### src/dcs_pkg.sv
package dcs_pkg;

  localparam int DATA_W = 14;
  localparam int AMP_W = 12;
  localparam int SCALE_W = 8;
  localparam int ADDR_W = 5;
  localparam int NUM_PROF = 4;

  // Register byte map: profile p occupies PROF_BASE + p * PROF_STRIDE
  localparam logic [ADDR_W-1:0] STATUS_OFS = 5'h00;
  localparam logic [ADDR_W-1:0] PROF_BASE = 5'h08;
  localparam logic [ADDR_W-1:0] PROF_STRIDE = 5'h06;
  localparam logic [ADDR_W-1:0] TUNE_B0_OFS = 5'h00;
  localparam logic [ADDR_W-1:0] SCALE_OFS = 5'h04;
  localparam logic [ADDR_W-1:0] FLAGS_OFS = 5'h05;
  localparam int FLAG_INVERT_BIT = 0;
  localparam int FLAG_CORR_EN_BIT = 1;

  localparam logic [7:0] SCALE_RST = 8'hB5;
  localparam logic [7:0] SCALE_UNITY = 8'h80;
  localparam logic [7:0] BYTE_RST = 8'h00;
  localparam int SCALE_FRAC = 7;

  // Inverse hold-envelope FIR taps, weights over 2^CORR_FRAC
  localparam logic signed [6:0] CORR_CENTER = 7'sh1D;
  localparam logic signed [6:0] CORR_SIDE = -7'sh04;
  localparam int CORR_FRAC = 5;
  localparam int MIX_SHIFT = 12;

  localparam logic signed [DATA_W-1:0] DAC_MAX = 14'sh1FFF;
  localparam logic signed [DATA_W-1:0] DAC_MIN = -14'sh2000;

  typedef struct packed {
    logic signed [DATA_W-1:0] i;
    logic signed [DATA_W-1:0] q;
  } dcs_iq_s;

endpackage

### src/dcs_iq_buf.sv
`timescale 1ns/10ps
module dcs_iq_buf (
  input wire logic clk,
  input wire logic rst_n,
  input wire logic in_valid,
  output logic in_ready,
  input dcs_pkg::dcs_iq_s in_data,
  output logic out_valid,
  input wire logic out_ready,
  output dcs_pkg::dcs_iq_s out_data
);

  dcs_pkg::dcs_iq_s mem [0:1];
  logic wr_ptr_q;
  logic rd_ptr_q;
  logic [1:0] count_q;
  logic push;
  logic pop;

  assign in_ready = (count_q != 2'h2);
  assign out_valid = (count_q != 2'h0);
  assign out_data = mem[rd_ptr_q];
  assign push = in_valid && in_ready;
  assign pop = out_valid && out_ready;

  always_ff @(posedge clk) begin
    if (push) begin
      mem[wr_ptr_q] <= in_data;
    end
  end

  always_ff @(posedge clk or negedge rst_n) begin
    if (!rst_n) begin
      wr_ptr_q <= 1'b0;
      rd_ptr_q <= 1'b0;
      count_q <= 2'h0;
    end else begin
      if (push) begin
        wr_ptr_q <= ~wr_ptr_q;
      end
      if (pop) begin
        rd_ptr_q <= ~rd_ptr_q;
      end
      count_q <= count_q + {1'b0, push} - {1'b0, pop};
    end
  end

endmodule // dcs_iq_buf

### src/dcs_carrier_out.sv
`timescale 1ns/10ps
module dcs_carrier_out (
  input wire logic CLK,
  input wire logic RST_N,
  input wire logic REG_WR,
  input wire logic [dcs_pkg::ADDR_W-1:0] REG_ADDR,
  input wire logic [7:0] REG_WDATA,
  output logic [7:0] REG_RDATA,
  input wire logic [1:0] PROFILE,
  input wire logic IQ_VALID,
  output logic IQ_READY,
  input wire logic signed [dcs_pkg::DATA_W-1:0] IQ_I,
  input wire logic signed [dcs_pkg::DATA_W-1:0] IQ_Q,
  output logic signed [dcs_pkg::DATA_W-1:0] DAC_DATA
);

  localparam int NBYTE = 32;

  logic [7:0] regs_q [0:NBYTE-1];
  logic [1:0] prof_s1_q;
  logic [1:0] prof_s2_q;
  logic [1:0] prof_s3_q;
  logic [1:0] prof_q;
  logic [1:0] prof1_q;
  logic [1:0] prof2_q;
  logic [1:0] prof3_q;
  logic [31:0] tune_word [0:dcs_pkg::NUM_PROF-1];
  logic [7:0] scale_byte [0:dcs_pkg::NUM_PROF-1];
  logic [7:0] flag_byte [0:dcs_pkg::NUM_PROF-1];
  logic [31:0] phase_q;
  logic [7:0] rdata_q;
  logic buf_in_ready;
  logic buf_valid;
  dcs_pkg::dcs_iq_s buf_in;
  dcs_pkg::dcs_iq_s buf_out;
  logic in_ready_q;
  logic buf_push;

  logic signed [dcs_pkg::DATA_W-1:0] i1_q;
  logic signed [dcs_pkg::DATA_W-1:0] q1_q;
  logic signed [dcs_pkg::AMP_W-1:0] sin1_q;
  logic signed [dcs_pkg::AMP_W-1:0] cos1_q;
  logic inv1_q;
  logic signed [dcs_pkg::DATA_W-1:0] mix2_q;
  logic signed [dcs_pkg::DATA_W-1:0] tap_a_q;
  logic signed [dcs_pkg::DATA_W-1:0] tap_b_q;
  logic signed [dcs_pkg::DATA_W-1:0] corr3_q;
  logic signed [dcs_pkg::DATA_W-1:0] dac_q;
  logic corr_en;
  logic [7:0] scale;

  logic signed [25:0] prod_ic;
  logic signed [25:0] prod_qs;
  logic signed [26:0] mix_sum;
  logic signed [22:0] fir_sum;
  logic signed [22:0] fir_shift;
  logic signed [22:0] scl_prod;
  logic signed [22:0] scl_shift;

  function automatic logic [dcs_pkg::AMP_W-1:0] quarter(input logic [3:0] k);
    case (k)
      4'h0: quarter = 12'h064;
      4'h1: quarter = 12'h12C;
      4'h2: quarter = 12'h1F1;
      4'h3: quarter = 12'h2B2;
      4'h4: quarter = 12'h36B;
      4'h5: quarter = 12'h41C;
      4'h6: quarter = 12'h4C3;
      4'h7: quarter = 12'h55F;
      4'h8: quarter = 12'h5ED;
      4'h9: quarter = 12'h66C;
      4'hA: quarter = 12'h6DC;
      4'hB: quarter = 12'h73B;
      4'hC: quarter = 12'h787;
      4'hD: quarter = 12'h7C2;
      4'hE: quarter = 12'h7E9;
      default: quarter = 12'h7FD;
    endcase
  endfunction

  // Quarter-wave table folded by quadrant; half-step offset keeps symmetry
  function automatic logic signed [dcs_pkg::AMP_W-1:0] sine(input logic [5:0] ph);
    logic [dcs_pkg::AMP_W-1:0] mag;
    mag = ph[4] ? quarter(~ph[3:0]) : quarter(ph[3:0]);
    sine = ph[5] ? -$signed(mag) : $signed(mag);
  endfunction

  function automatic logic signed [dcs_pkg::DATA_W-1:0] sat14(input logic signed [22:0] v);
    if (v > 23'(dcs_pkg::DAC_MAX)) begin
      sat14 = dcs_pkg::DAC_MAX;
    end else if (v < 23'(dcs_pkg::DAC_MIN)) begin
      sat14 = dcs_pkg::DAC_MIN;
    end else begin
      sat14 = v[dcs_pkg::DATA_W-1:0];
    end
  endfunction

  function automatic logic is_scale_byte(input int a);
    logic hit;
    hit = 1'b0;
    for (int p = 0; p < dcs_pkg::NUM_PROF; p++) begin
      if (a == int'(dcs_pkg::PROF_BASE) + p * int'(dcs_pkg::PROF_STRIDE)
          + int'(dcs_pkg::SCALE_OFS)) begin
        hit = 1'b1;
      end
    end
    is_scale_byte = hit;
  endfunction

  // Control register bytes
  always_ff @(posedge CLK or negedge RST_N) begin
    if (!RST_N) begin
      for (int a = 0; a < NBYTE; a++) begin
        regs_q[a] <= is_scale_byte(a) ? dcs_pkg::SCALE_RST : dcs_pkg::BYTE_RST;
      end
    end else if (REG_WR && REG_ADDR >= dcs_pkg::PROF_BASE) begin
      regs_q[REG_ADDR] <= REG_WDATA;
    end
  end

  // Per-profile views of the byte map
  genvar gp;
  generate
    for (gp = 0; gp < dcs_pkg::NUM_PROF; gp++) begin : g_prof
      localparam int BASE = int'(dcs_pkg::PROF_BASE) + gp * int'(dcs_pkg::PROF_STRIDE);
      localparam int T0 = BASE + int'(dcs_pkg::TUNE_B0_OFS);
      // Profile 0 word in bytes 08h..0Bh, low byte at 08h
      assign tune_word[gp] = {regs_q[T0+3], regs_q[T0+2], regs_q[T0+1], regs_q[T0]};
      assign scale_byte[gp] = regs_q[BASE + int'(dcs_pkg::SCALE_OFS)];
      assign flag_byte[gp] = regs_q[BASE + int'(dcs_pkg::FLAGS_OFS)];
    end
  endgenerate

  // Read port: status byte shows active profile and input fullness
  always_ff @(posedge CLK or negedge RST_N) begin
    if (!RST_N) begin
      rdata_q <= 8'h00;
    end else if (REG_ADDR == dcs_pkg::STATUS_OFS) begin
      rdata_q <= {5'h00, ~buf_in_ready, prof_q};
    end else begin
      rdata_q <= regs_q[REG_ADDR];
    end
  end
  assign REG_RDATA = rdata_q;

  // Profile pins from outside; accept a change once stages two and three agree
  always_ff @(posedge CLK or negedge RST_N) begin
    if (!RST_N) begin
      prof_s1_q <= 2'h0;
      prof_s2_q <= 2'h0;
      prof_s3_q <= 2'h0;
      prof_q <= 2'h0;
    end else begin
      prof_s1_q <= PROFILE;
      prof_s2_q <= prof_s1_q;
      prof_s3_q <= prof_s2_q;
      if (prof_s2_q == prof_s3_q) begin
        prof_q <= prof_s3_q;
      end
    end
  end

  // Profile follows its sample down the pipe; a switch never splits one word
  always_ff @(posedge CLK or negedge RST_N) begin
    if (!RST_N) begin
      prof1_q <= 2'h0;
      prof2_q <= 2'h0;
      prof3_q <= 2'h0;
    end else begin
      prof1_q <= prof_q;
      prof2_q <= prof1_q;
      prof3_q <= prof2_q;
    end
  end

  // Correction and scale use the profile of the word now in their stage
  assign corr_en = flag_byte[prof2_q][dcs_pkg::FLAG_CORR_EN_BIT];
  assign scale = scale_byte[prof3_q];

  // Words above 2^31-1 are outside the legal range; top bit is ignored
  always_ff @(posedge CLK or negedge RST_N) begin
    if (!RST_N) begin
      phase_q <= 32'h0000_0000;
    end else begin
      phase_q <= phase_q + {1'b0, tune_word[prof_q][30:0]};
    end
  end

  // Two-entry input buffer; drained once per clock, source stalls when full
  assign buf_in.i = IQ_I;
  assign buf_in.q = IQ_Q;
  // Only words seen with ready high are taken, so a held word is never doubled
  assign buf_push = IQ_VALID && in_ready_q;
  dcs_iq_buf dcs_iq_buf_i (
    .clk(CLK),
    .rst_n(RST_N),
    .in_valid(buf_push),
    .in_ready(buf_in_ready),
    .in_data(buf_in),
    .out_valid(buf_valid),
    .out_ready(1'b1),
    .out_data(buf_out)
  );

  // Ready is registered, so it reflects last cycle's room; buffer absorbs the slip
  always_ff @(posedge CLK or negedge RST_N) begin
    if (!RST_N) begin
      in_ready_q <= 1'b0;
    end else begin
      in_ready_q <= buf_in_ready;
    end
  end
  assign IQ_READY = in_ready_q;

  // Stage 1: carrier lookup and sample capture; empty buffer yields silence
  always_ff @(posedge CLK or negedge RST_N) begin
    if (!RST_N) begin
      i1_q <= '0;
      q1_q <= '0;
      sin1_q <= '0;
      cos1_q <= '0;
      inv1_q <= 1'b0;
    end else begin
      i1_q <= buf_valid ? buf_out.i : '0;
      q1_q <= buf_valid ? buf_out.q : '0;
      sin1_q <= sine(phase_q[31:26]);
      cos1_q <= sine(phase_q[31:26] + 6'h10);
      inv1_q <= flag_byte[prof_q][dcs_pkg::FLAG_INVERT_BIT];
    end
  end

  assign prod_ic = i1_q * cos1_q;
  assign prod_qs = q1_q * sin1_q;
  assign mix_sum = inv1_q ? (27'(prod_ic) + 27'(prod_qs))
                          : (27'(prod_ic) - 27'(prod_qs));

  // Stage 2: modulate; the shift halves the amplitude, a 6 dB modulator loss
  always_ff @(posedge CLK or negedge RST_N) begin
    if (!RST_N) begin
      mix2_q <= '0;
    end else begin
      mix2_q <= sat14(23'(mix_sum >>> dcs_pkg::MIX_SHIFT));
    end
  end

  // Taps -4/32, 29/32, -4/32: DC gain 21/32, about -3.7 dB, rising toward 0.45 fs
  assign fir_sum = 23'(dcs_pkg::CORR_SIDE) * 23'(tap_a_q)
                 + 23'(dcs_pkg::CORR_CENTER) * 23'(tap_b_q)
                 + 23'(dcs_pkg::CORR_SIDE) * 23'(mix2_q);
  assign fir_shift = fir_sum >>> dcs_pkg::CORR_FRAC;

  // Delay line frozen when bypassed, standing in for a stopped clock
  always_ff @(posedge CLK or negedge RST_N) begin
    if (!RST_N) begin
      tap_a_q <= '0;
      tap_b_q <= '0;
    end else if (corr_en) begin
      tap_a_q <= tap_b_q;
      tap_b_q <= mix2_q;
    end
  end

  // Stage 3: corrected or routed around
  always_ff @(posedge CLK or negedge RST_N) begin
    if (!RST_N) begin
      corr3_q <= '0;
    end else begin
      corr3_q <= corr_en ? sat14(fir_shift) : mix2_q;
    end
  end

  assign scl_prod = 23'(corr3_q) * $signed({15'h0000, scale});
  assign scl_shift = scl_prod >>> dcs_pkg::SCALE_FRAC;

  // Stage 4: output scale; unity passes straight through
  always_ff @(posedge CLK or negedge RST_N) begin
    if (!RST_N) begin
      dac_q <= '0;
    end else if (scale == dcs_pkg::SCALE_UNITY) begin
      dac_q <= corr3_q;
    end else begin
      dac_q <= sat14(scl_shift);
    end
  end

  assign DAC_DATA = dac_q;

endmodule // dcs_carrier_out

### config.mk
export PLATFORM = sky130hd
export DESIGN_NAME = dcs_carrier_out
export DESIGN_NICKNAME = d
export VERILOG_FILES = /design/src/dcs_pkg.sv /design/src/dcs_iq_buf.sv /design/src/dcs_carrier_out.sv
export SDC_FILE = /design/constraint.sdc
export NUM_CORES = 2
export LEC_CHECK = 0
export BUFFER_PORTS_ARGS = -buffer_cell sky130_fd_sc_hd__buf_2
export CAP_MARGIN = 20
export CORE_MARGIN = 3
export CORE_UTILIZATION = 47
export CTS_CLUSTER_DIAMETER = 200
export DETAILED_ROUTE_END_ITERATION = 12
export GPL_ROUTABILITY_DRIVEN = 0
export GPL_TIMING_DRIVEN = 1
export SYNTH_ARGS = -nofsm -noshare
export SYNTH_HDL_FRONTEND = slang
export SYNTH_SLANG_ARGS = --single-unit
### constraint.sdc
create_clock -name CLK -period 12.2 [get_ports CLK]
set_input_delay 1.22 -clock CLK [delete_from_list [all_inputs] [get_ports CLK]]
set_output_delay 1.22 -clock CLK [all_outputs]
set_load 0.02 [all_outputs]
## After elaboration in Yosys (flattened, before gate mapping)

Memories as Yosys holds them, arrays and structs flattened.
Cells that the tools add are included.

- Bitwise gates (word level): 9
- $add $sub $neg: 12
- Reduce and logical (&&, ||, !) cells: 6
- Multiplexer cells: 36
- $mul: 4
- Equality and inequality tests: 3
- Order comparisons: 12

Operators by type and width:

| operator | number |
|---|---|
| $bwmux 256 | 1 |
| $mux 14 | 10 |
| $bmux 32 s2 | 1 |
| $mux 31 | 2 |
| $mul 14x12->26 | 2 |
| $bmux 8 s2 | 3 |
| $mux 12 | 4 |
| $mux 8 | 6 |
| $neg 14->21 | 2 |
| $bmux 8 s5 | 1 |
| $demux 8 s5 | 1 |
| $add 32x31->32 | 1 |
| $add 26x26->27 | 1 |
| $mux 27 | 1 |
| $sub 26x26->27 | 1 |
| $neg 12->12 | 2 |
| $add 23x20->23 | 1 |
| $add 23x23->23 | 1 |
| $mul 14x9->23 | 1 |
| $mul 6x14->20 const A | 1 |
| $gt 18x14->1 const B | 1 |
| $lt 18x14->1 const B | 1 |
| $gt 16x14->1 const B | 1 |
| $lt 16x14->1 const B | 1 |
| 21 further kinds | 35 |

- Output and inout bits: 23
- Flip-flop bits (word level): 438
- Bits of input ports: 47
- Memories: 5
- Memory bits (writable): 56
- Bits in read-only memories: 704
- Logic and storage cells: 142

Memory list:

| memory | words | bits a word | read ports | clocked after memory_dff | wr ports | line | source |
|---|---|---|---|---|---|---|---|
| (no name shown) | 16 | 11 | 1 | 0 | 0 | dcs_carrier_out.sv:61 | `case (k)` |
| (no name shown) | 16 | 11 | 1 | 0 | 0 | dcs_carrier_out.sv:61 |  |
| (no name shown) | 16 | 11 | 1 | 0 | 0 | dcs_carrier_out.sv:61 |  |
| (no name shown) | 16 | 11 | 1 | 0 | 0 | dcs_carrier_out.sv:61 |  |
| dcs_iq_buf_i.mem | 2 | 28 | 1 | 0 | 1 | dcs_iq_buf.sv:13 | `dcs_pkg::dcs_iq_s mem [0:1];` |

## Logic depth before layout (Yosys ltp)

- Word-level depth: 9
- Depth in mapped cells: 34
- Mapped depth without buffers: 31

## By module

A second synthesis with hierarchy kept.

- Cell total of the unflattened synthesis: 3996
- Area total of the unflattened synthesis: 43220.2 sq um

By module, submodules not included:

| module | cells each | area an instance (sq um) | times used | seq. area each (sq um) |
|---|---|---|---|---|
| dcs_carrier_out | 3892 | 40959.3 | 1 | 10885.4 |
| dcs_iq_buf | 104 | 2260.9 | 1 | 1781.7 |

## Least setup slack after synthesis

No wires, ideal clock.

- Kind: flip-flop to flip-flop
- Start point: register sin1_q[5] (netlist bit)
- End point: register mix2_q[3] (netlist bit)
- Data required time: 12.069 ns
- Stages on the path, launching flop included: 31
- Clock period less this slack: 7.633 ns
- Path slack: 4.567 ns
- Arrival: 7.502 ns
- Path buffers: 2
- Setup time: 0.131 ns
- Cell sequence: dfrtp_1 -> clkbuf_1 -> nand2_1 -> fa_1 -> fa_1 -> fa_1 -> inv_1 -> fa_1 -> inv_1 -> fa_1 -> inv_1 -> ha_1 -> o211ai_1 -> nor3_1 -> o21ba_2 -> or2_1 -> xor2_1 -> nor4_1 -> nor2_1 -> xnor2_1 -> ha_1 -> a21oi_1 -> o311ai_1 -> a31oi_1 -> o21ai_1 -> a2111oi_2 -> nor3_1 -> a21oi_1 -> xnor2_1 -> buf_2 -> maj3_1

- Cells in the longest elaborated chain, start to end: 6

RTL lines:

| item | line | source |
|---|---|---|
| start, declared | dcs_carrier_out.sv:41 | `logic signed [dcs_pkg::AMP_W-1:0] sin1_q;` |
| start signal, assigned | dcs_carrier_out.sv:226 | `sin1_q <= sine(phase_q[31:26]);` |
| $mul 14x12->26 (*) | dcs_carrier_out.sv:233 | `assign prod_qs = q1_q * sin1_q;` |
| $sub 26x26->27 / $add 26x26->27 (equally long branches) | dcs_carrier_out.sv:235, dcs_carrier_out.sv:234 |  |
| $mux 27 (*) | dcs_carrier_out.sv:234 | `assign mix_sum = inv1_q ? (27'(prod_ic) + 27'(prod_qs))` |
| $lt 15x14->1 | dcs_carrier_out.sv:91 | `end else if (v < 23'(dcs_pkg::DAC_MIN)) begin` |
| $mux 14 | dcs_carrier_out.sv:91 |  |
| $mux 14 (*) | dcs_carrier_out.sv:89 | `if (v > 23'(dcs_pkg::DAC_MAX)) begin` |
| end signal, assigned | dcs_carrier_out.sv:242 | `mix2_q <= sat14(23'(mix_sum >>> dcs_pkg::MIX_SHIFT));` |
| end, declared | dcs_carrier_out.sv:44 | `logic signed [dcs_pkg::DATA_W-1:0] mix2_q;` |

Mark *: on every way between the ends. The rest lies on a longest branch, timed or not.
A chain may end at the register's enable or synchronous reset.

## Worst setup path after layout

- Start point: register sin1_q[5] (netlist bit)
- End point: register mix2_q[1] (netlist bit)

The elaborated chain is that of the path after synthesis.

==> flow_metrics.env <==
export IMPL_synth_edff_count=56
export IMPL_ctsResizeCount=0
export IMPL_dp_worst_setup_slack_ns=3.98
export IMPL_layout_worst_path_cycle_share_pct=68.1
export IMPL_avgSynthCellArea_um2=10.9
export IMPL_antenna_found_initial=3
export IMPL_slew_viol_final=0
export IMPL_drcViolationCount=0
export IMPL_finalHoldViolCount=0
export IMPL_pin_count=70
export IMPL_cts_tree="built"
export IMPL_finalSetupTns_ns=0
export IMPL_skew_ns=0.0779
export IMPL_io_buffers=69
export IMPL_cp_end_kind="flip-flop"
export IMPL_dr_wl_met2_um=46500
export IMPL_layout_common_cells="inv_1 (589), fa_1 (469), dfrtp_1 (417), nand2_1 (321), ha_1 (270)"
export IMPL_crit_fanout=14
export IMPL_fp_dieW_um=309
export IMPL_cts_htree_levels=2
export IMPL_grt_usage_pct=21.9
export IMPL_startpoint_type="flip-flop"
export IMPL_async_flop_share_pct=88.7
export IMPL_nets=4691
export IMPL_drt_initial_drc_count=1619
export IMPL_maxUsedRoutingLayer="met5"
export IMPL_dieArea_um2=95400
export IMPL_holdWs_ns=0.348
export IMPL_clk_latency_ns=0.68
export IMPL_ys_seq_area_share_pct=29.4
export IMPL_met1_length_um=45900
export IMPL_slowest_stage="dfrtp_1"
export IMPL_min_period_ns=8.31
export IMPL_worstSetupPathType="reg -> reg"
export IMPL_vias=27600
export IMPL_synth_cells=3966
export IMPL_synth_nets=4752
export IMPL_firstDrtPassIters=5
export IMPL_wl_per_cell_um=19.5
export IMPL_rows=110
export IMPL_routed_wl_um=100000
export IMPL_netlist_cell_type_count=93
export IMPL_dpl_hpwl_um=77500
export IMPL_met3_length_um=5230
export IMPL_die_height_um=309
export IMPL_ys_warn_count=0
export IMPL_netlist_area_um2=43100
export IMPL_relSlewSlack_pct=22.9
export IMPL_overflow=0
export IMPL_syn_to_final_growth_pct=7.67
export IMPL_antenna_left=0
export IMPL_status="finished, final reports clean"
export IMPL_clk_pin_slew_worst_paths_ns=0.07
export IMPL_numCtsBuffers=55
export IMPL_initial_utilization_pct=47.6
export IMPL_drive_gt1_share_pct=15.4
export IMPL_worst_pin_slew_ns=1.15
export IMPL_clock_path_buffers=3
export IMPL_grt_max_degree=90
export IMPL_crit_required_ns=12.68
export IMPL_cts_sinks=494
export IMPL_viasPerCell=5.38
export IMPL_core_um2=90600
export IMPL_maxCapViolations=0
export IMPL_max_stage_delay_ns=0.61
export IMPL_ys_seq_elements=494
export IMPL_hp_class="reg -> reg"
export IMPL_setup_viol=0
export IMPL_postCtsSetupRepairBufs=0
export IMPL_fmax_ghz=0.120
export IMPL_cp_common_cell="fa_1"
export IMPL_final_setup_worst_slack_ns=3.89
export IMPL_worstPathArrival_ns=8.79
export IMPL_final_common_cell="inv_1"
export IMPL_rsz0062_at_grt="false"
export IMPL_grt_first_pass_wirelength_um=165000
export IMPL_root_buffer="clkbuf_16"
export IMPL_grt_pass1_vias=29300
export IMPL_fillerInstances=8101
export IMPL_yosys_most_used_dff="dfrtp_1"
export IMPL_ctsHoldBuffers=0
[kinds of logic (layout without fill, tap and decap cells)]
family                   count (synthesis)  after routing  share of synthesized area, %
AO/OA/AOI/OAI                          404            404                          6.15
XOR/XNOR                               203            203                          4.21
adder cells (fa/ha/maj)                752            752                          29.9
buffers and inverters                  813            799                          7.18
flip-flops                             494            494                          29.4
multiplexers                           384            384                          12.8
other                                    0              2                             0
AND/OR/NAND/NOR                        916            916                          10.4
[area by class of cell]
class | count | area (µm²) | area share, %
Clock inverter | 42 | 551 | 1.19
Antenna cell | 2 | 5.00 | 0.0108
Tap cell | 1176 | 1470 | 3.17
Sequential cell | 494 | 12700 | 27.3
Timing Repair Buffer | 105 | 667 | 1.44
Clock buffer | 62 | 1470 | 3.17
Inverter | 590 | 2210 | 4.77
Multi-Input combinational cell | 2659 | 27400 | 59.0
[worst max-delay path: cells and delay by family (launching register included)]
family / cells / cell delay, ns
adders and majority gates: 8 / 3.59
and+or+nand+nor: 6 / 1.31
xor gates and xnor gates: 3 / 0.53
AOI/OAI and AO/OA: 8 / 1.73
buffers and inverters: 4 / 0.37
DFF: 1 / 0.61
[state kept, by name, summed over array words and instances, names as in the netlist, 8 cells and up]
register / count
regs_q: 224
dcs_iq_buf_i.mem: 56
flag_byte: 32
phase_q: 32
DAC_DATA: 14
corr3_q: 14
i1_q: 14
mix2_q: 14
q1_q: 14
tap_a_q: 14
tap_b_q: 14
cos1_q: 12
sin1_q: 12
REG_RDATA: 8
[layer usage]
metal,up-vias,global-route usage (%)
li1,12800,-
met1,14100,31.3
met2,543,34.7
met3,146,4.01
met4,2,6.07
met5,-,0
[per-stage QoR]
step	area, µm²	std cells	utilization [%]
global route	46400	5129	51.3
global placement	44300	5015	48.9
floorplan	43100	3966	-
finish	46400	5130	51.3
CTS	46400	5124	51.2
detailed placement	44300	5020	49.0
[synthesized netlist by cell type (6+ instances only)]
library cell	count	area, µm²
o21ai_0	75	375
o211ai_1	15	113
buf_1	15	56.3
a21o_1	34	255
dfrtp_1	418	10500
mux2_2	222	2500
or4_1	6	45.0
ha_1	270	3380
o21ai_1	8	40.0
edfxtp_1	56	1680
nor2b_1	17	106
a21oi_1	127	636
nor4_1	6	37.5
o21bai_1	17	128
a31oi_1	14	87.6
and2_1	190	1190
and3_1	9	56.3
inv_1	589	2210
a221o_1	14	140
or3_1	6	37.5
nand2_1	321	1200
nand3_1	30	150
nor2_1	179	672
a22oi_1	11	82.6
mux2i_1	53	531
o21a_1	10	75.1
maj3_2	9	101
mux4_2	105	2360
a211oi_1	12	90.1
clkbuf_1	196	736
nor3_1	33	165
o31ai_1	12	90.1
dfstp_2	20	526
nand3b_1	9	67.6
nand2b_1	58	363
buf_2	6	30.0
or2_2	12	75.1
xnor2_1	133	1160
xor2_1	66	578
fa_1	469	9390
nand4_1	18	113
o22ai_1	7	43.8
[path summary, 6_finish.rpt]
path | start | end | slack, ns | cells after the start
hold / removal | prof_s1_q[0]$_DFF_PN0_ | prof_s2_q[0]$_DFF_PN0_ | 0.35 | 0
hold reg to reg | prof_s1_q[0]$_DFF_PN0_ | prof_s2_q[0]$_DFF_PN0_ | 0.35 | 0
setup reg to reg | sin1_q[5]$_DFF_PN0_ | mix2_q[1]$_DFF_PN0_ | 3.89 | 29
min in group asynchronous | RST_N | regs_q[140]$_DFFE_PN0P_ | 0.50 | 1
max in group asynchronous | RST_N | sin1_q[10]$_DFF_PN0_ | 9.47 | 3
setup / recovery | sin1_q[5]$_DFF_PN0_ | mix2_q[1]$_DFF_PN0_ | 3.89 | 29
Power is left out: the tool's default activity adds up to more than one toggle a clock period on the data nets, which glitch-free logic cannot reach.
